===== src/hdl/rsa_regs.vh =====
// Purpose: constants for the remote speed adjust and keypad override block
// Assumes: 100 MHz aclk, AXI4-Lite byte addresses, frequencies in 0.01 Hz
// Notes: ramp times are in ms for a sweep from 0 Hz to maximum frequency
`ifndef RSA_REGS_VH
`define RSA_REGS_VH
`define RSA_ADDR_W 8
`define RSA_OFS_CTRL 8'h00
`define RSA_OFS_FSRC 8'h04
`define RSA_OFS_RSRC 8'h08
`define RSA_OFS_MAXF 8'h0C
`define RSA_OFS_KFREQ 8'h10
`define RSA_OFS_FIRST_ACCEL_TIME 8'h14
`define RSA_OFS_FIRST_DECEL_TIME 8'h18
`define RSA_OFS_ACC2 8'h1C
`define RSA_OFS_DEC2 8'h20
`define RSA_OFS_KEYCMD 8'h24
`define RSA_OFS_NVFREQ 8'h28
`define RSA_OFS_STATUS 8'h2C
`define RSA_OFS_FREQ 8'h30
`define RSA_CTRL_RETAIN 0
`define RSA_CTRL_MOTOR2 1
`define RSA_KEY_RUN 0
`define RSA_KEY_STOP 1
`define RSA_ST_RUN 0
`define RSA_ST_OVR 1
`define RSA_ST_FSRC 3:2
`define RSA_ST_RSRC 5:4
`define RSA_ST_ADJ 6
`define RSA_SRC_KEYPAD 2'h2
`define RSA_RST_FSRC 2'h1
`define RSA_RST_RSRC 2'h1
`define RSA_RST_MAXF 16'h1388
`define RSA_RST_TIME 16'h2710
`define RSA_RESP_OKAY 2'h0
`define RSA_RESP_SLVERR 2'h2
`define RSA_CLK_MHZ 100
`define RSA_TICK_US 1000
`define RSA_TICK_CYCLES (`RSA_TICK_US * `RSA_CLK_MHZ)
`define RSA_PIN_N 5
`endif


===== src/hdl/rsa_top.v =====
// Purpose: speed raise/lower memory and keypad override of the drive
// Assumes: pins are asynchronous; terminal_freq is on the aclk domain
// Notes: registers reached over AXI4-Lite; unmapped addresses give SLVERR
`timescale 1ns/1ns
`default_nettype none
`include "rsa_regs.vh"
module rsa_top #(
   parameter TICK_CYCLES = `RSA_TICK_CYCLES
) (
   input wire aclk,
   input wire aresetn,
   input wire [7:0] s_axi_awaddr,
   input wire [2:0] s_axi_awprot,
   input wire s_axi_awvalid,
   output wire s_axi_awready,
   input wire [31:0] s_axi_wdata,
   input wire [3:0] s_axi_wstrb,
   input wire s_axi_wvalid,
   output wire s_axi_wready,
   output reg [1:0] s_axi_bresp,
   output reg s_axi_bvalid,
   input wire s_axi_bready,
   input wire [7:0] s_axi_araddr,
   input wire [2:0] s_axi_arprot,
   input wire s_axi_arvalid,
   output wire s_axi_arready,
   output reg [31:0] s_axi_rdata,
   output reg [1:0] s_axi_rresp,
   output reg s_axi_rvalid,
   input wire s_axi_rready,
   input wire speed_raise_input,
   input wire speed_lower_input,
   input wire adjustment_clear_input,
   input wire keypad_override_input,
   input wire jog_function,
   input wire terminal_run,
   input wire [15:0] terminal_freq,
   output reg motor_run,
   output reg [15:0] freq_setpoint
);
   localparam ST_IDLE = 2'd0;
   localparam ST_RUN = 2'd1;
   localparam ST_STOP = 2'd2;

   function [15:0] merge16;
      input [15:0] old;
      input [31:0] data;
      input [3:0] strb;
      begin
         merge16 = old;
         if (strb[0]) begin
            merge16[7:0] = data[7:0];
         end
         if (strb[1]) begin
            merge16[15:8] = data[15:8];
         end
      end
   endfunction

   function mapped;
      input [7:0] addr;
      begin
         mapped = (addr[1:0] == 2'b00) && (addr <= `RSA_OFS_FREQ);
      end
   endfunction

   ////////////////////////////////////////////////////////////////////////////
   // Pin synchronisers
   wire [4:0] pin_raw;
   wire [4:0] pin_sync;
   wire raise_s;
   wire lower_s;
   wire clear_s;
   wire ovr_s;
   wire jog_s;
   reg trun_meta;
   reg trun_s;

   assign pin_raw = {jog_function, keypad_override_input, adjustment_clear_input,
                     speed_lower_input, speed_raise_input};
   genvar gi;
   generate
      for (gi = 0; gi < `RSA_PIN_N; gi = gi + 1) begin : g_sync
         // One pair of flops per pin, so each bit has a single driver
         reg meta;
         reg sync;
         always @(posedge aclk) begin
            if (!aresetn) begin
               meta <= 1'b0;
               sync <= 1'b0;
            end else begin
               meta <= pin_raw[gi];
               sync <= meta;
            end
         end
         assign pin_sync[gi] = sync;
      end
   endgenerate
   assign raise_s = pin_sync[0];
   assign lower_s = pin_sync[1];
   assign clear_s = pin_sync[2];
   assign ovr_s = pin_sync[3];
   assign jog_s = pin_sync[4];

   always @(posedge aclk) begin
      if (!aresetn) begin
         trun_meta <= 1'b0;
         trun_s <= 1'b0;
      end else begin
         trun_meta <= terminal_run;
         trun_s <= trun_meta;
      end
   end

   ////////////////////////////////////////////////////////////////////////////
   // AXI4-Lite write path
   reg aw_held;
   reg w_held;
   reg [7:0] aw_addr;
   reg [31:0] w_data;
   reg [3:0] w_strb;
   wire wr_go;

   assign s_axi_awready = !aw_held && !s_axi_bvalid;
   assign s_axi_wready = !w_held && !s_axi_bvalid;
   assign wr_go = aw_held && w_held && !s_axi_bvalid;

   always @(posedge aclk) begin
      if (!aresetn) begin
         aw_held <= 1'b0;
         w_held <= 1'b0;
         aw_addr <= 8'h00;
         w_data <= 32'h00000000;
         w_strb <= 4'h0;
         s_axi_bvalid <= 1'b0;
         s_axi_bresp <= `RSA_RESP_OKAY;
      end else begin
         if (s_axi_awvalid && s_axi_awready) begin
            aw_held <= 1'b1;
            aw_addr <= s_axi_awaddr;
         end
         if (s_axi_wvalid && s_axi_wready) begin
            w_held <= 1'b1;
            w_data <= s_axi_wdata;
            w_strb <= s_axi_wstrb;
         end
         if (wr_go) begin
            aw_held <= 1'b0;
            w_held <= 1'b0;
            s_axi_bvalid <= 1'b1;
            s_axi_bresp <= mapped(aw_addr) ? `RSA_RESP_OKAY : `RSA_RESP_SLVERR;
         end else if (s_axi_bvalid && s_axi_bready) begin
            s_axi_bvalid <= 1'b0;
         end
      end
   end

   ////////////////////////////////////////////////////////////////////////////
   // Configuration registers
   reg retain;
   reg motor2;
   reg [1:0] fsrc_cfg;
   reg [1:0] rsrc_cfg;
   reg [15:0] max_f;
   reg [15:0] kfreq;
   reg [15:0] first_accel_time;
   reg [15:0] first_decel_time;
   reg [15:0] acc2;
   reg [15:0] dec2;
   wire wr_ctrl;
   wire wr_keycmd;
   wire wr_nv;

   assign wr_ctrl = wr_go && aw_addr == `RSA_OFS_CTRL && w_strb[0];
   assign wr_keycmd = wr_go && aw_addr == `RSA_OFS_KEYCMD && w_strb[0];
   assign wr_nv = wr_go && aw_addr == `RSA_OFS_NVFREQ;

   always @(posedge aclk) begin
      if (!aresetn) begin
         retain <= 1'b0;
         motor2 <= 1'b0;
         fsrc_cfg <= `RSA_RST_FSRC;
         rsrc_cfg <= `RSA_RST_RSRC;
         max_f <= `RSA_RST_MAXF;
         kfreq <= 16'h0000;
         first_accel_time <= `RSA_RST_TIME;
         first_decel_time <= `RSA_RST_TIME;
         acc2 <= `RSA_RST_TIME;
         dec2 <= `RSA_RST_TIME;
      end else if (wr_go) begin
         if (wr_ctrl) begin
            retain <= w_data[`RSA_CTRL_RETAIN];
            motor2 <= w_data[`RSA_CTRL_MOTOR2];
         end
         if (aw_addr == `RSA_OFS_FSRC && w_strb[0]) begin
            fsrc_cfg <= w_data[1:0];
         end
         if (aw_addr == `RSA_OFS_RSRC && w_strb[0]) begin
            rsrc_cfg <= w_data[1:0];
         end
         if (aw_addr == `RSA_OFS_MAXF) begin
            max_f <= merge16(max_f, w_data, w_strb);
         end
         if (aw_addr == `RSA_OFS_KFREQ) begin
            kfreq <= merge16(kfreq, w_data, w_strb);
         end
         if (aw_addr == `RSA_OFS_FIRST_ACCEL_TIME) begin
            first_accel_time <= merge16(first_accel_time, w_data, w_strb);
         end
         if (aw_addr == `RSA_OFS_FIRST_DECEL_TIME) begin
            first_decel_time <= merge16(first_decel_time, w_data, w_strb);
         end
         if (aw_addr == `RSA_OFS_ACC2) begin
            acc2 <= merge16(acc2, w_data, w_strb);
         end
         if (aw_addr == `RSA_OFS_DEC2) begin
            dec2 <= merge16(dec2, w_data, w_strb);
         end
      end
   end

   ////////////////////////////////////////////////////////////////////////////
   // Source selection and run control
   reg ovr_applied;
   reg [1:0] run_state;
   reg kp_run;
   wire [1:0] fsrc_eff;
   wire [1:0] rsrc_eff;
   wire run_cmd;
   wire kp_start;
   wire kp_stop;
   wire ovr_change;

   assign fsrc_eff = ovr_applied ? `RSA_SRC_KEYPAD : fsrc_cfg;
   assign rsrc_eff = ovr_applied ? `RSA_SRC_KEYPAD : rsrc_cfg;
   assign kp_start = wr_keycmd && w_data[`RSA_KEY_RUN];
   assign kp_stop = wr_keycmd && w_data[`RSA_KEY_STOP];
   assign run_cmd = (rsrc_eff == `RSA_SRC_KEYPAD) ? kp_run : trun_s;
   assign ovr_change = ovr_s != ovr_applied;

   always @(posedge aclk) begin
      if (!aresetn) begin
         run_state <= ST_IDLE;
         ovr_applied <= 1'b0;
         kp_run <= 1'b0;
         motor_run <= 1'b0;
      end else begin
         if (kp_stop) begin
            kp_run <= 1'b0;
         end else if (kp_start) begin
            kp_run <= 1'b1;
         end
         case (run_state)
            ST_IDLE: begin
               ovr_applied <= ovr_s;
               if (!ovr_change && run_cmd) begin
                  run_state <= ST_RUN;
                  motor_run <= 1'b1;
               end
            end
            ST_RUN: begin
               if (ovr_applied == 1'b0 && ovr_s && kp_start) begin
                  run_state <= ST_STOP;
                  motor_run <= 1'b0;
                  kp_run <= 1'b0;
               end else if (ovr_change) begin
                  run_state <= ST_STOP;
                  motor_run <= 1'b0;
                  kp_run <= 1'b0;
               end else if (!run_cmd) begin
                  run_state <= ST_IDLE;
                  motor_run <= 1'b0;
               end
            end
            ST_STOP: begin
               ovr_applied <= ovr_s;
               if (!run_cmd && !kp_start) begin
                  run_state <= ST_IDLE;
               end
            end
            default: begin
               run_state <= ST_IDLE;
               motor_run <= 1'b0;
            end
         endcase
      end
   end

   ////////////////////////////////////////////////////////////////////////////
   // Raise/lower memory
   reg [16:0] tick_cnt;
   reg tick;
   reg adj_used;
   reg boot_load;
   reg [15:0] nv_freq;
   wire adj_ok;
   wire up_go;
   wire dn_go;
   wire [15:0] rate;
   wire load;
   wire [15:0] load_val;
   wire [15:0] adj_freq;

   assign adj_ok = (fsrc_eff == `RSA_SRC_KEYPAD) && !jog_s;
   assign up_go = adj_ok && raise_s && !clear_s;
   assign dn_go = adj_ok && lower_s && !clear_s;
   assign rate = up_go ? (motor2 ? acc2 : first_accel_time) : (motor2 ? dec2 : first_decel_time);
   assign load = boot_load || clear_s || (!adj_used && !up_go && !dn_go);
   assign load_val = (boot_load && retain) ? nv_freq : kfreq;

   always @(posedge aclk) begin
      if (!aresetn) begin
         tick_cnt <= 17'h00000;
         tick <= 1'b0;
      end else if (tick_cnt == TICK_CYCLES[16:0] - 17'h00001) begin
         tick_cnt <= 17'h00000;
         tick <= 1'b1;
      end else begin
         tick_cnt <= tick_cnt + 17'h00001;
         tick <= 1'b0;
      end
   end

   rsa_ramp u_ramp (
      .aclk(aclk),
      .aresetn(aresetn),
      .tick(tick),
      .up(up_go),
      .down(dn_go),
      .time_ms(rate),
      .max_f(max_f),
      .load(load),
      .load_val(load_val),
      .freq(adj_freq)
   );

   always @(posedge aclk) begin
      if (!aresetn) begin
         boot_load <= 1'b1;
         adj_used <= 1'b0;
         nv_freq <= 16'h0000;
      end else begin
         boot_load <= 1'b0;
         if (clear_s) begin
            adj_used <= 1'b0;
            nv_freq <= kfreq;
         end else if (wr_nv) begin
            nv_freq <= merge16(nv_freq, w_data, w_strb);
         end else if (retain && adj_used) begin
            nv_freq <= adj_freq;
         end
         if (boot_load && retain) begin
            adj_used <= 1'b1;
         end else if (!clear_s && (up_go || dn_go)) begin
            adj_used <= 1'b1;
         end
      end
   end

   always @(posedge aclk) begin
      if (!aresetn) begin
         freq_setpoint <= 16'h0000;
      end else if (fsrc_eff == `RSA_SRC_KEYPAD) begin
         freq_setpoint <= adj_freq;
      end else begin
         freq_setpoint <= terminal_freq;
      end
   end

   ////////////////////////////////////////////////////////////////////////////
   // AXI4-Lite read path
   reg [31:0] rd_mux;

   assign s_axi_arready = !s_axi_rvalid;

   always @* begin
      rd_mux = 32'h00000000;
      case (s_axi_araddr)
         `RSA_OFS_CTRL: rd_mux = {30'h00000000, motor2, retain};
         `RSA_OFS_FSRC: rd_mux = {30'h00000000, fsrc_cfg};
         `RSA_OFS_RSRC: rd_mux = {30'h00000000, rsrc_cfg};
         `RSA_OFS_MAXF: rd_mux = {16'h0000, max_f};
         `RSA_OFS_KFREQ: rd_mux = {16'h0000, kfreq};
         `RSA_OFS_FIRST_ACCEL_TIME: rd_mux = {16'h0000, first_accel_time};
         `RSA_OFS_FIRST_DECEL_TIME: rd_mux = {16'h0000, first_decel_time};
         `RSA_OFS_ACC2: rd_mux = {16'h0000, acc2};
         `RSA_OFS_DEC2: rd_mux = {16'h0000, dec2};
         `RSA_OFS_KEYCMD: rd_mux = {31'h00000000, kp_run};
         `RSA_OFS_NVFREQ: rd_mux = {16'h0000, nv_freq};
         `RSA_OFS_STATUS: rd_mux = {25'h0000000, adj_used, rsrc_eff, fsrc_eff,
                                    ovr_applied, motor_run};
         `RSA_OFS_FREQ: rd_mux = {16'h0000, adj_freq};
         default: rd_mux = 32'h00000000;
      endcase
   end

   always @(posedge aclk) begin
      if (!aresetn) begin
         s_axi_rvalid <= 1'b0;
         s_axi_rdata <= 32'h00000000;
         s_axi_rresp <= `RSA_RESP_OKAY;
      end else if (s_axi_arvalid && s_axi_arready) begin
         s_axi_rvalid <= 1'b1;
         s_axi_rdata <= rd_mux;
         s_axi_rresp <= mapped(s_axi_araddr) ? `RSA_RESP_OKAY : `RSA_RESP_SLVERR;
      end else if (s_axi_rvalid && s_axi_rready) begin
         s_axi_rvalid <= 1'b0;
      end
   end
endmodule // rsa_top
`default_nettype wire


===== src/hdl/rsa_ramp.v =====
// Purpose: ramps a frequency up or down at a rate set by a sweep time
// Assumes: tick pulses once per ms; time_ms is the 0-to-max sweep time
// Notes: a zero time jumps straight to the limit
`timescale 1ns/1ns
`default_nettype none
module rsa_ramp (
   input wire aclk,
   input wire aresetn,
   input wire tick,
   input wire up,
   input wire down,
   input wire [15:0] time_ms,
   input wire [15:0] max_f,
   input wire load,
   input wire [15:0] load_val,
   output reg [15:0] freq
);
   reg [31:0] acc;
   reg [31:0] next_acc;
   reg [15:0] next_freq;
   wire moving;
   wire [31:0] acc_in;

   assign moving = up ^ down;
   assign acc_in = tick ? acc + {16'h0000, max_f} : acc;

   always @* begin
      next_acc = 32'h00000000;
      next_freq = freq;
      if (load) begin
         next_freq = (load_val > max_f) ? max_f : load_val;
      end else if (moving) begin
         next_acc = acc_in;
         if (time_ms == 16'h0000) begin
            next_freq = up ? max_f : 16'h0000;
         end else if (acc_in >= {16'h0000, time_ms}) begin
            next_acc = acc_in - {16'h0000, time_ms};
            if (up && freq < max_f) begin
               next_freq = freq + 16'h0001;
            end else if (down && freq != 16'h0000) begin
               next_freq = freq - 16'h0001;
            end
         end
      end
      if (next_freq > max_f) begin
         next_freq = max_f;
      end
   end

   always @(posedge aclk) begin
      if (!aresetn) begin
         acc <= 32'h00000000;
         freq <= 16'h0000;
      end else begin
         acc <= next_acc;
         freq <= next_freq;
      end
   end
endmodule // rsa_ramp
`default_nettype wire


===== config.mk =====
export PLATFORM = sky130hd
export DESIGN_NAME = rsa_top
export DESIGN_NICKNAME = d
export VERILOG_FILES = /design/src/hdl/rsa_top.v /design/src/hdl/rsa_ramp.v
export VERILOG_INCLUDE_DIRS = /design/src /design/src/hdl
export SDC_FILE = /design/constraint.sdc
export NUM_CORES = 1
export LEC_CHECK = 0
export BUFFER_PORTS_ARGS = -buffer_cell sky130_fd_sc_hd__buf_2
export CORE_MARGIN = 2
export CORE_UTILIZATION = 52
export CTS_CLUSTER_SIZE = 30
export DETAILED_ROUTE_END_ITERATION = 16
export GPL_TIMING_DRIVEN = 0
export PLACE_DENSITY = 0.71
export SETUP_SLACK_MARGIN = 0.05
export SKIP_CTS_REPAIR_TIMING = 1
export SLEW_MARGIN = 20
export SYNTH_ARGS = -nofsm -noshare
export SYNTH_HDL_FRONTEND = slang
export SYNTH_SLANG_ARGS = --single-unit

===== constraint.sdc =====
create_clock -name aclk -period 15.95 [get_ports aclk]
set_clock_uncertainty 0.05 [all_clocks]
set_input_delay 4.785 -clock aclk [delete_from_list [all_inputs] [get_ports aclk]]
set_output_delay 4.785 -clock aclk [all_outputs]
set_load 0.01 [all_outputs]

Yosys cells after proc, flatten, opt, wreduce, memory -nomap -nowiden
Cells that the tools add are included.
Widths: inputs -> output; s select.
{"block": "classes", "n_addsub": 5, "order_cmp": 6, "bitwise_logic": 5, "reduce_logical": 85, "n_eq_ne": 33, "mux": 53}
{"op": "$mux 16", "n": 17}
{"op": "$pmux 16 s13", "n": 1}
{"op": "$mux 32", "n": 3}
{"op": "$eq 8x5->1 const B", "n": 8}
{"op": "$eq 8x6->1 const B", "n": 8}
{"op": "$reduce_and 3->1", "n": 14}
{"op": "$logic_and 1x1->1", "n": 36}
{"op": "$add 32x16->32", "n": 1}
{"op": "$eq 8x4->1 const B", "n": 4}
{"op": "$ge 32x16->1", "n": 1}
{"op": "$gt 16x16->1", "n": 2}
{"op": "$sub 32x16->32", "n": 1}
{"op": "$mux 1", "n": 19}
{"op": "$mux 2", "n": 9}
{"op": "$add 17x1->17 const B", "n": 1}
{"op": "$eq 17x17->1 const B", "n": 1}
{"op": "$add 16x1->16 const B", "n": 1}
{"op": "$eq 8x3->1 const B", "n": 2}
{"op": "$le 8x6->1 const B", "n": 2}
{"op": "$logic_not 16->1", "n": 1}
{"op": "$logic_not 8->1", "n": 2}
{"op": "$lt 16x16->1", "n": 1}
{"op": "$mux 8", "n": 2}
{"op": "$reduce_bool 16->1", "n": 1}
{"op": "19 further kinds", "n": 49}
{"block": "word_totals", "output_inout_bits": 58, "inputBits": 87, "regBits": 285}

Longest topological paths before layout
Gate-level depths: netlist (run 1).
{"block": "depth", "depth_word": 14, "ltp_mapped": 33}

Modules after synthesis
A second synthesis (run 1) with hierarchy kept.
{"block": "hier_totals", "hier_cells": 2111, "hier_area_um2": 17174.0}
{"mod": "rsa_top", "area_per_inst_um2": 10263.6, "n_inst": 1, "seq_area_each_um2": 4384.2, "cells_per_inst": 1195}
{"mod": "rsa_ramp", "area_per_inst_um2": 6910.4, "n_inst": 1, "seq_area_each_um2": 960.9, "cells_per_inst": 916}

Worst setup path after synthesis (run 1)
Ideal clock, no wire load.
{"block": "synth_timing", "path_type": "input-to-reg", "startpoint": "in s_axi_araddr[2]", "endpoint": "reg s_axi_rdata[12]", "setup_slack_ps": 9330, "path_stages": 9, "setup_time_ps": 65, "t_arrival_ps": 6505, "t_required_ps": 15835, "cell_sequence": "clkbuf_1 nor2_1 nand2_1 nor4_1 clkbuf_1 a222oi_1 a31oi_1 a21oi_1 nor2_1"}
{"block": "synth_via", "elab_chain_len": 2}
{"element": "start, declared", "line_no": "rsa_top.v:23", "text": "input wire [7:0] s_axi_araddr,"}
{"element": "$eq 8x6->1 (tied with other cells)", "line_no": "rsa_top.v:378", "text": "case (s_axi_araddr)"}
{"element": "$pmux 16 s13 *", "line_no": "rsa_top.v:378"}
{"element": "end signal, assigned", "line_no": "rsa_top.v:404", "text": "s_axi_rdata <= rd_mux;"}
{"element": "end, declared", "line_no": "rsa_top.v:27", "text": "output reg [31:0] s_axi_rdata,"}
Mark *: on every way between the ends. The rest lies on a longest branch, timed or not.
A chain may end at the register's enable or synchronous reset.

Worst setup path after layout (run 1)
{"block": "layout_timing", "startpoint": "reg max_f[0]", "endpoint": "reg u_ramp.freq[2]"}
{"block": "layout_via", "elab_chain_len": 9}
{"element": "start, declared", "line_no": "rsa_top.v:164", "text": "reg [15:0] max_f;"}
{"element": "start signal, assigned", "line_no": "rsa_top.v:184", "text": "max_f <= `RSA_RST_MAXF;"}
{"element": "start signal, assigned", "line_no": "rsa_top.v:202", "text": "max_f <= merge16(max_f, w_data, w_strb);"}
{"element": "$add 32x16->32 or $lt 16x16->1 (tied branches)", "line_no": "rsa_ramp.v:25, rsa_ramp.v:38"}
{"element": "$mux 32 or $logic_and 1x1->1 (tied branches)", "line_no": "rsa_ramp.v:25, rsa_ramp.v:38"}
{"element": "$ge 32x16->1 or $mux 16 (tied branches)", "line_no": "rsa_ramp.v:36, rsa_ramp.v:38"}
{"element": "$mux 16", "line_no": "rsa_ramp.v:36", "text": "end else if (acc_in >= {16'h0000, time_ms}) begin"}
{"element": "$mux 16", "line_no": "rsa_ramp.v:34", "text": "if (time_ms == 16'h0000) begin"}
{"element": "$mux 16", "line_no": "rsa_ramp.v:32", "text": "end else if (moving) begin"}
{"element": "$mux 16", "line_no": "rsa_ramp.v:30", "text": "if (load) begin"}
{"element": "$gt 16x16->1", "line_no": "rsa_ramp.v:45", "text": "if (next_freq > max_f) begin"}
{"element": "$mux 16 *", "line_no": "rsa_ramp.v:45"}
{"element": "end signal, assigned", "line_no": "rsa_ramp.v:56", "text": "freq <= next_freq;"}
{"element": "end, declared", "line_no": "rsa_ramp.v:16", "text": "output reg [15:0] freq"}
Marked as above.

==> results.yml, run 1 <==
flow_run:
  maxCapViolCount: 0
clock_tree:
  clock_sinks: 267
  cts_tree: "done"
  cts_buffer_depth: 3
  htreeDepth: 1
  clk_pin_slew_worst_paths_ns: 0.07
  cts-root-buf: "clkbuf_16"
  cts_buffers: 30
  insertion_delay_ns: 0.58
grt:
  grt.overflow.total: 0
  track_usage: 0.351
  grt_antenna_before_repair: 0
  grt_max_degree: 16
  grt_pass1_vias: 16000
  grt_pass1_wl_um: 92800
final_layout:
  diodes: 0
  final_nets: 2435
  final-instance-count-excl-fill: 2727
  area_delta_synth_final_pct: 12.8
  drive_above_1_share: 0.131
  fin_area_mm2: 0.0194
  n_fill_cell: 3018
worst_setup_path:
  path_class: "flop to flop"
  cp_max_fo: 10
  reg2reg_from: "max_f[0]"
  end_kind: "flop"
  startpoint_type: "flop"
  startpoint: "max_f[0]"
  cp.required_ns: 16.35
  max_stage_delay_ns: 0.71
  crit_slowest_cell: "a31oi_2"
  crit_arrival_ns: 8.86
floorplanning:
  num_rows: 66
  dieArea_mm2: 0.0345
  boundaryPins: 145
  fp.coreArea_mm2: 0.0325
  die_y_um: 186
  die_w_um: 186
  initial_core_util: 0.527
placement:
  finalWeightedCongestion: 1.02
  placed_cells: 2671
  placed_cell_area_mm2: 0.0183
  portBuffers: 100
  dpl.hpwl_um: 47000
timing:
  fin_crit_ns: 8.47
  finalSetupTns_ns: 0
  hold_viol_final: 0
  worst_slew_margin_rel: 0.311
  setup_viol_count_final: 0
  report.final.slew_viol_count: 0
  rsz0062_at_grt: "false"
  timing.fmax_ghz: 0.118
  worst_pin_slew_ns: 1.03
  fin_crit_sh: 0.531
detailed_routing:
  dr.pass1.iters: 8
  wirelength_um: 60600
  drc: 0
  ant_nets: 0
  num_vias: 17100
  first_iter_violations: 2119
  drt-wirelength-per-cell_um: 22.2
  avgViaCountPerCell: 6.26
logic_synthesis:
  async_flop_share: 0
  ys_seq_area_frac: 0.312
  mappedNetlistArea_mm2: 0.0172
  ys.flop_type: "dfxtp_1"
  synth_edf_count: 0
  synth_area_per_cell_um2: 8.12
  synth_area_leader_cell: "dfxtp_1"
  netlist_top_cells_area: "dfxtp_1, mux2i_1, ha_1"
  synth-seq-cells: 267
  yosysWarnings: 0
  yosysTopAreaCellShare: 0.312
  yosys.cell_types.count: 98
  synthCells: 2111
status:
  outcome: "finished clean"
power_and_ir_drop:
  power_mw: 1.52
  power_density_mw_per_mm2: 78.4
  p_leak_nw: 8.40
  max-vdd-ir-drop_uv: 103
worst_hold_path:
  hold_path.startpoint: "g_sync[3].meta"
  hp-class: "flop to flop"
## layer usage
metal / vias up / share of wire / track usage
li1: 7917 / - / -
met4: 0 / 0.050 / 0.160
met2: 984 / 0.43 / 0.542
met1: 8002 / 0.42 / 0.487
met3: 177 / 0.10 / 0.0473
met5: - / 0 / 0
## report_power, final
part / total, mW / internal [mW] / switching, mW
registers: 0.685 / 0.678 / 0.00690
clock network: 0.743 / 0.436 / 0.308
logic: 0.0896 / 0.0287 / 0.0609
total: 1.52 / 1.14 / 0.376
## synth_stat cells (21+ instances only)
cell,count
and2_1,33
a21o_1,29
mux2i_1,120
ha_1,85
buf_4,21
xor2_1,30
nor3_1,33
nor2_1,252
dfxtp_1,267
nor4_1,23
o21ai_0,59
a31oi_1,34
clkbuf_1,98
nand2_1,267
xnor2_1,35
nand3_1,56
mux2_2,26
nand4_1,28
inv_1,60
a21oi_1,186
a211oi_1,22
## layout make-up
class                           count  area (um^2)  area share
Buffer                            147          677      0.0350
Clock buffer                       36          823      0.0425
Clock inverter                     20          243      0.0125
Inverter                           63          236      0.0122
Multi-Input combinational cell   1651        11000       0.567
Sequential cell                   267         5350       0.276
Tap cell                          442          553      0.0286
Timing Repair Buffer              101          505      0.0261
## worst max-delay path, delay by kind of cell, from the launching register on
kind / cells / cell delay (ns)
XOR/XNOR: 1 / 0.11
flip-flops: 1 / 0.47
adder cells (fa/ha/maj): 4 / 1.35
AO/OA/AOI/OAI: 15 / 3.96
buffers and inverters: 4 / 1.59
AND/OR/NAND/NOR: 5 / 0.49
multiplexers: 1 / 0.30
## final timing paths
check | end | slack [ns] | depth (start not counted)
worst min register to register | g_sync[3].sync | 0.39 | 1
worst max register to register | u_ramp.freq[2] | 7.48 | 30
worst max-delay path | u_ramp.freq[2] | 7.48 | 30
worst min-delay path | g_sync[3].sync | 0.39 | 1
## logic make-up after synthesis
| family | synth area share |
|---|---|
| other | 0.000219 |
| buffers and inverters | 0.0533 |
| AND/OR/NAND/NOR | 0.219 |
| XOR/XNOR | 0.0332 |
| AO/OA/AOI/OAI | 0.207 |
| multiplexers | 0.111 |
| flip-flops | 0.312 |
| adder cells (fa/ha/maj) | 0.0643 |
## stage by stage
step | setup WS [ns] | hold slack, ns | utilization
3_3_place_gp | 7.77 | 0.363 | 0.561
4_1_cts | 7.72 | 0.389 | 0.595
5_1_grt | 7.18 | 0.411 | 0.595
2_1_floorplan | 9.33 | 0.362 | -
6_report | 7.48 | 0.386 | 0.595
3_5_place_dp | 7.76 | 0.374 | 0.562
## cell usage in the layout (no fill, tap or decap), drive strengths merged, types with 65 or more instances in the layout
cell type	n
ha	85
inv	65
nor2	252
mux2i	120
o21ai	74
clkbuf	134
dfxtp	267
nand2	267
a21oi	193
buf	150
## flip-flops by register name, summed over array words and instances, names as in the netlist, 2 cells and up
register,flops
first_accel_time,16
dec2,16
w_data,16
w_strb,2
g_sync.sync,4
s_axi_rdata,16
first_decel_time,16
aw_addr,8
freq_setpoint,16
tick_cnt,17
u_ramp.acc,32
max_f,16
nv_freq,16
run_state,2
u_ramp.freq,16
acc2,16
fsrc_cfg,2
kfreq,16
g_sync.meta,5
rsrc_cfg,2
Note: power is estimated with default switching activity, not from simulation.
==> inputs of run 2 (changes only) <==
- clock period: 15.95 -> 8.1 ns (I/O delays scaled with it)
==> run 2 against run 1 <==
Effect of this change: die area unchanged; wire length down 0.19%; largest power group unchanged; sequential share of layout area about the same; largest cell class unchanged; non-clock buffer count up 3.
==> results.yml, run 2 (synthesis results as in run 1) <==
floorplanning:
  fp.coreArea_mm2: 0.0325
  initial_core_util: 0.527
  dieArea_mm2: 0.0345
  die_y_um: 186
  num_rows: 66
  boundaryPins: 145
  die_w_um: 186
grt:
  grt_antenna_before_repair: 0
  grt_pass1_wl_um: 92800
  grt.overflow.total: 0
  grt_max_degree: 16
  track_usage: 0.351
  grt_pass1_vias: 16000
worst_setup_path:
  startpoint_type: "flop"
  cp_max_fo: 10
  crit_top_cell: "o21a_1"
  end_kind: "flop"
  max_stage_delay_ns: 0.56
  path_class: "flop to flop"
  crit_arrival_ns: 8.07
  cp.required_ns: 8.50
  crit_slowest_cell: "buf_1"
placement:
  placed_cells: 2671
  dpl.hpwl_um: 47000
  finalWeightedCongestion: 1.02
  portBuffers: 100
final_layout:
  diodes: 0
  final_nets: 2438
  largest_reg_flops: 32
  layout_common_cells: "nand2_1, dfxtp_1, nor2_1"
  largest_register: "u_ramp.acc"
  drive_above_1_share: 0.133
  final-instance-count-excl-fill: 2730
  area_delta_synth_final_pct: 13.0
  final_util: 0.596
  top_regs: "u_ramp.acc: 32 flops, tick_cnt: 17 flops"
clock_tree:
  cts_buffer_depth: 3
  clock_sinks: 267
  clk_pin_slew_worst_paths_ns: 0.07
  cts_tree: "done"
  cts_buffers: 30
  htreeDepth: 1
  cts-root-buf: "clkbuf_16"
  insertion_delay_ns: 0.58
timing:
  holdWs_ns: 0.386
  hold_viol_final: 0
  fin_crit_ns: 7.67
  worst_slew_margin_rel: 0.315
  worst_pin_slew_ns: 1.03
  rsz0062_at_grt: "false"
  setup_viol_count_final: 0
  timing.fmax_ghz: 0.130
  report.final.slew_viol_count: 0
  fin_crit_sh: 0.946
power_and_ir_drop:
  internal_power_mw: 2.25
  p_leak_nw: 8.43
  power_frac_clock: 0.490
  combinationalPowerShare: 0.059
  p_switching_mw: 0.739
  max-vdd-ir-drop_uv: 204
  power_mw: 2.99
  power_frac_seq: 0.451
  power_density_mw_per_mm2: 154
  sw_frac_of_total: 0.247
detailed_routing:
  drc: 0
  dr.pass1.iters: 8
  first_iter_violations: 2174
  wirelength_um: 60500
  num_vias: 17100
  drt-wirelength-per-cell_um: 22.2
  avgViaCountPerCell: 6.26
  ant_nets: 0
worst_hold_path:
  hp-class: "flop to flop"
flow_run:
  maxCapViolCount: 0
status:
  outcome: "finished clean"
run 2: per-layer routing:
layer | track usage | vias up | wire length [um]
met2 | 0.542 | 943 | 26200
met3 | 0.0473 | 185 | 5820
met4 | 0.160 | 0 | 2990
met1 | 0.487 | 8026 | 25500
met5 | 0 | - | 0
li1 | - | 7925 | -
run 2: power by group through the flow:
stage	clock, mW	sequential [mW]	combinational (mW)
2_1_floorplan	0	1.38	0.102
3_3_place_gp	0	1.38	0.170
3_5_place_dp	0	1.38	0.172
4_1_cts	1.47	1.35	0.173
5_1_grt	1.52	1.35	0.194
6_report	1.46	1.35	0.176
run 2: layout make-up:
| type | count | area (um^2) |
|---|---|---|
| fillers | 3010 | 13200 |
| multi-input cells | 1651 | 11000 |
| flip-flops and latches | 267 | 5350 |
| clock buffers | 36 | 823 |
| plain buffers | 147 | 679 |
| well taps | 442 | 553 |
| repair buffers | 104 | 528 |
| clock inverters | 20 | 243 |
| inverters | 63 | 236 |
run 2: stage by stage:
step	instance area [um^2]	setup TNS [ns]	worst slack, ns
final	19400	0	0.434
after global routing	19400	0	0.193
after CTS	19300	-0.244	-0.125
after detailed placement	18300	-0.107	-0.0867
after global placement	18300	-0.0879	-0.0798
after floorplan	17200	0	1.74
run 2: worst paths after layout:
kind	depth (start not counted)	from	end	slack, ns
hold reg to reg	1	g_sync[3].meta	g_sync[3].sync	0.39
hold / removal	1	g_sync[3].meta	g_sync[3].sync	0.39
setup reg to reg	31	tick	u_ramp.freq[2]	0.43
setup / recovery	31	tick	u_ramp.freq[2]	0.43
run 2: worst max-delay path, delay by kind of cell, from the launching register on:
| kind | cells | cell delay, ns |
|---|---|---|
| AO/OA/AOI/OAI | 16 | 3.04 |
| adder cells (fa/ha/maj) | 3 | 0.91 |
| buffers and inverters | 8 | 2.33 |
| flip-flops | 1 | 0.37 |
| multiplexers | 1 | 0.40 |
| AND/OR/NAND/NOR | 3 | 0.43 |
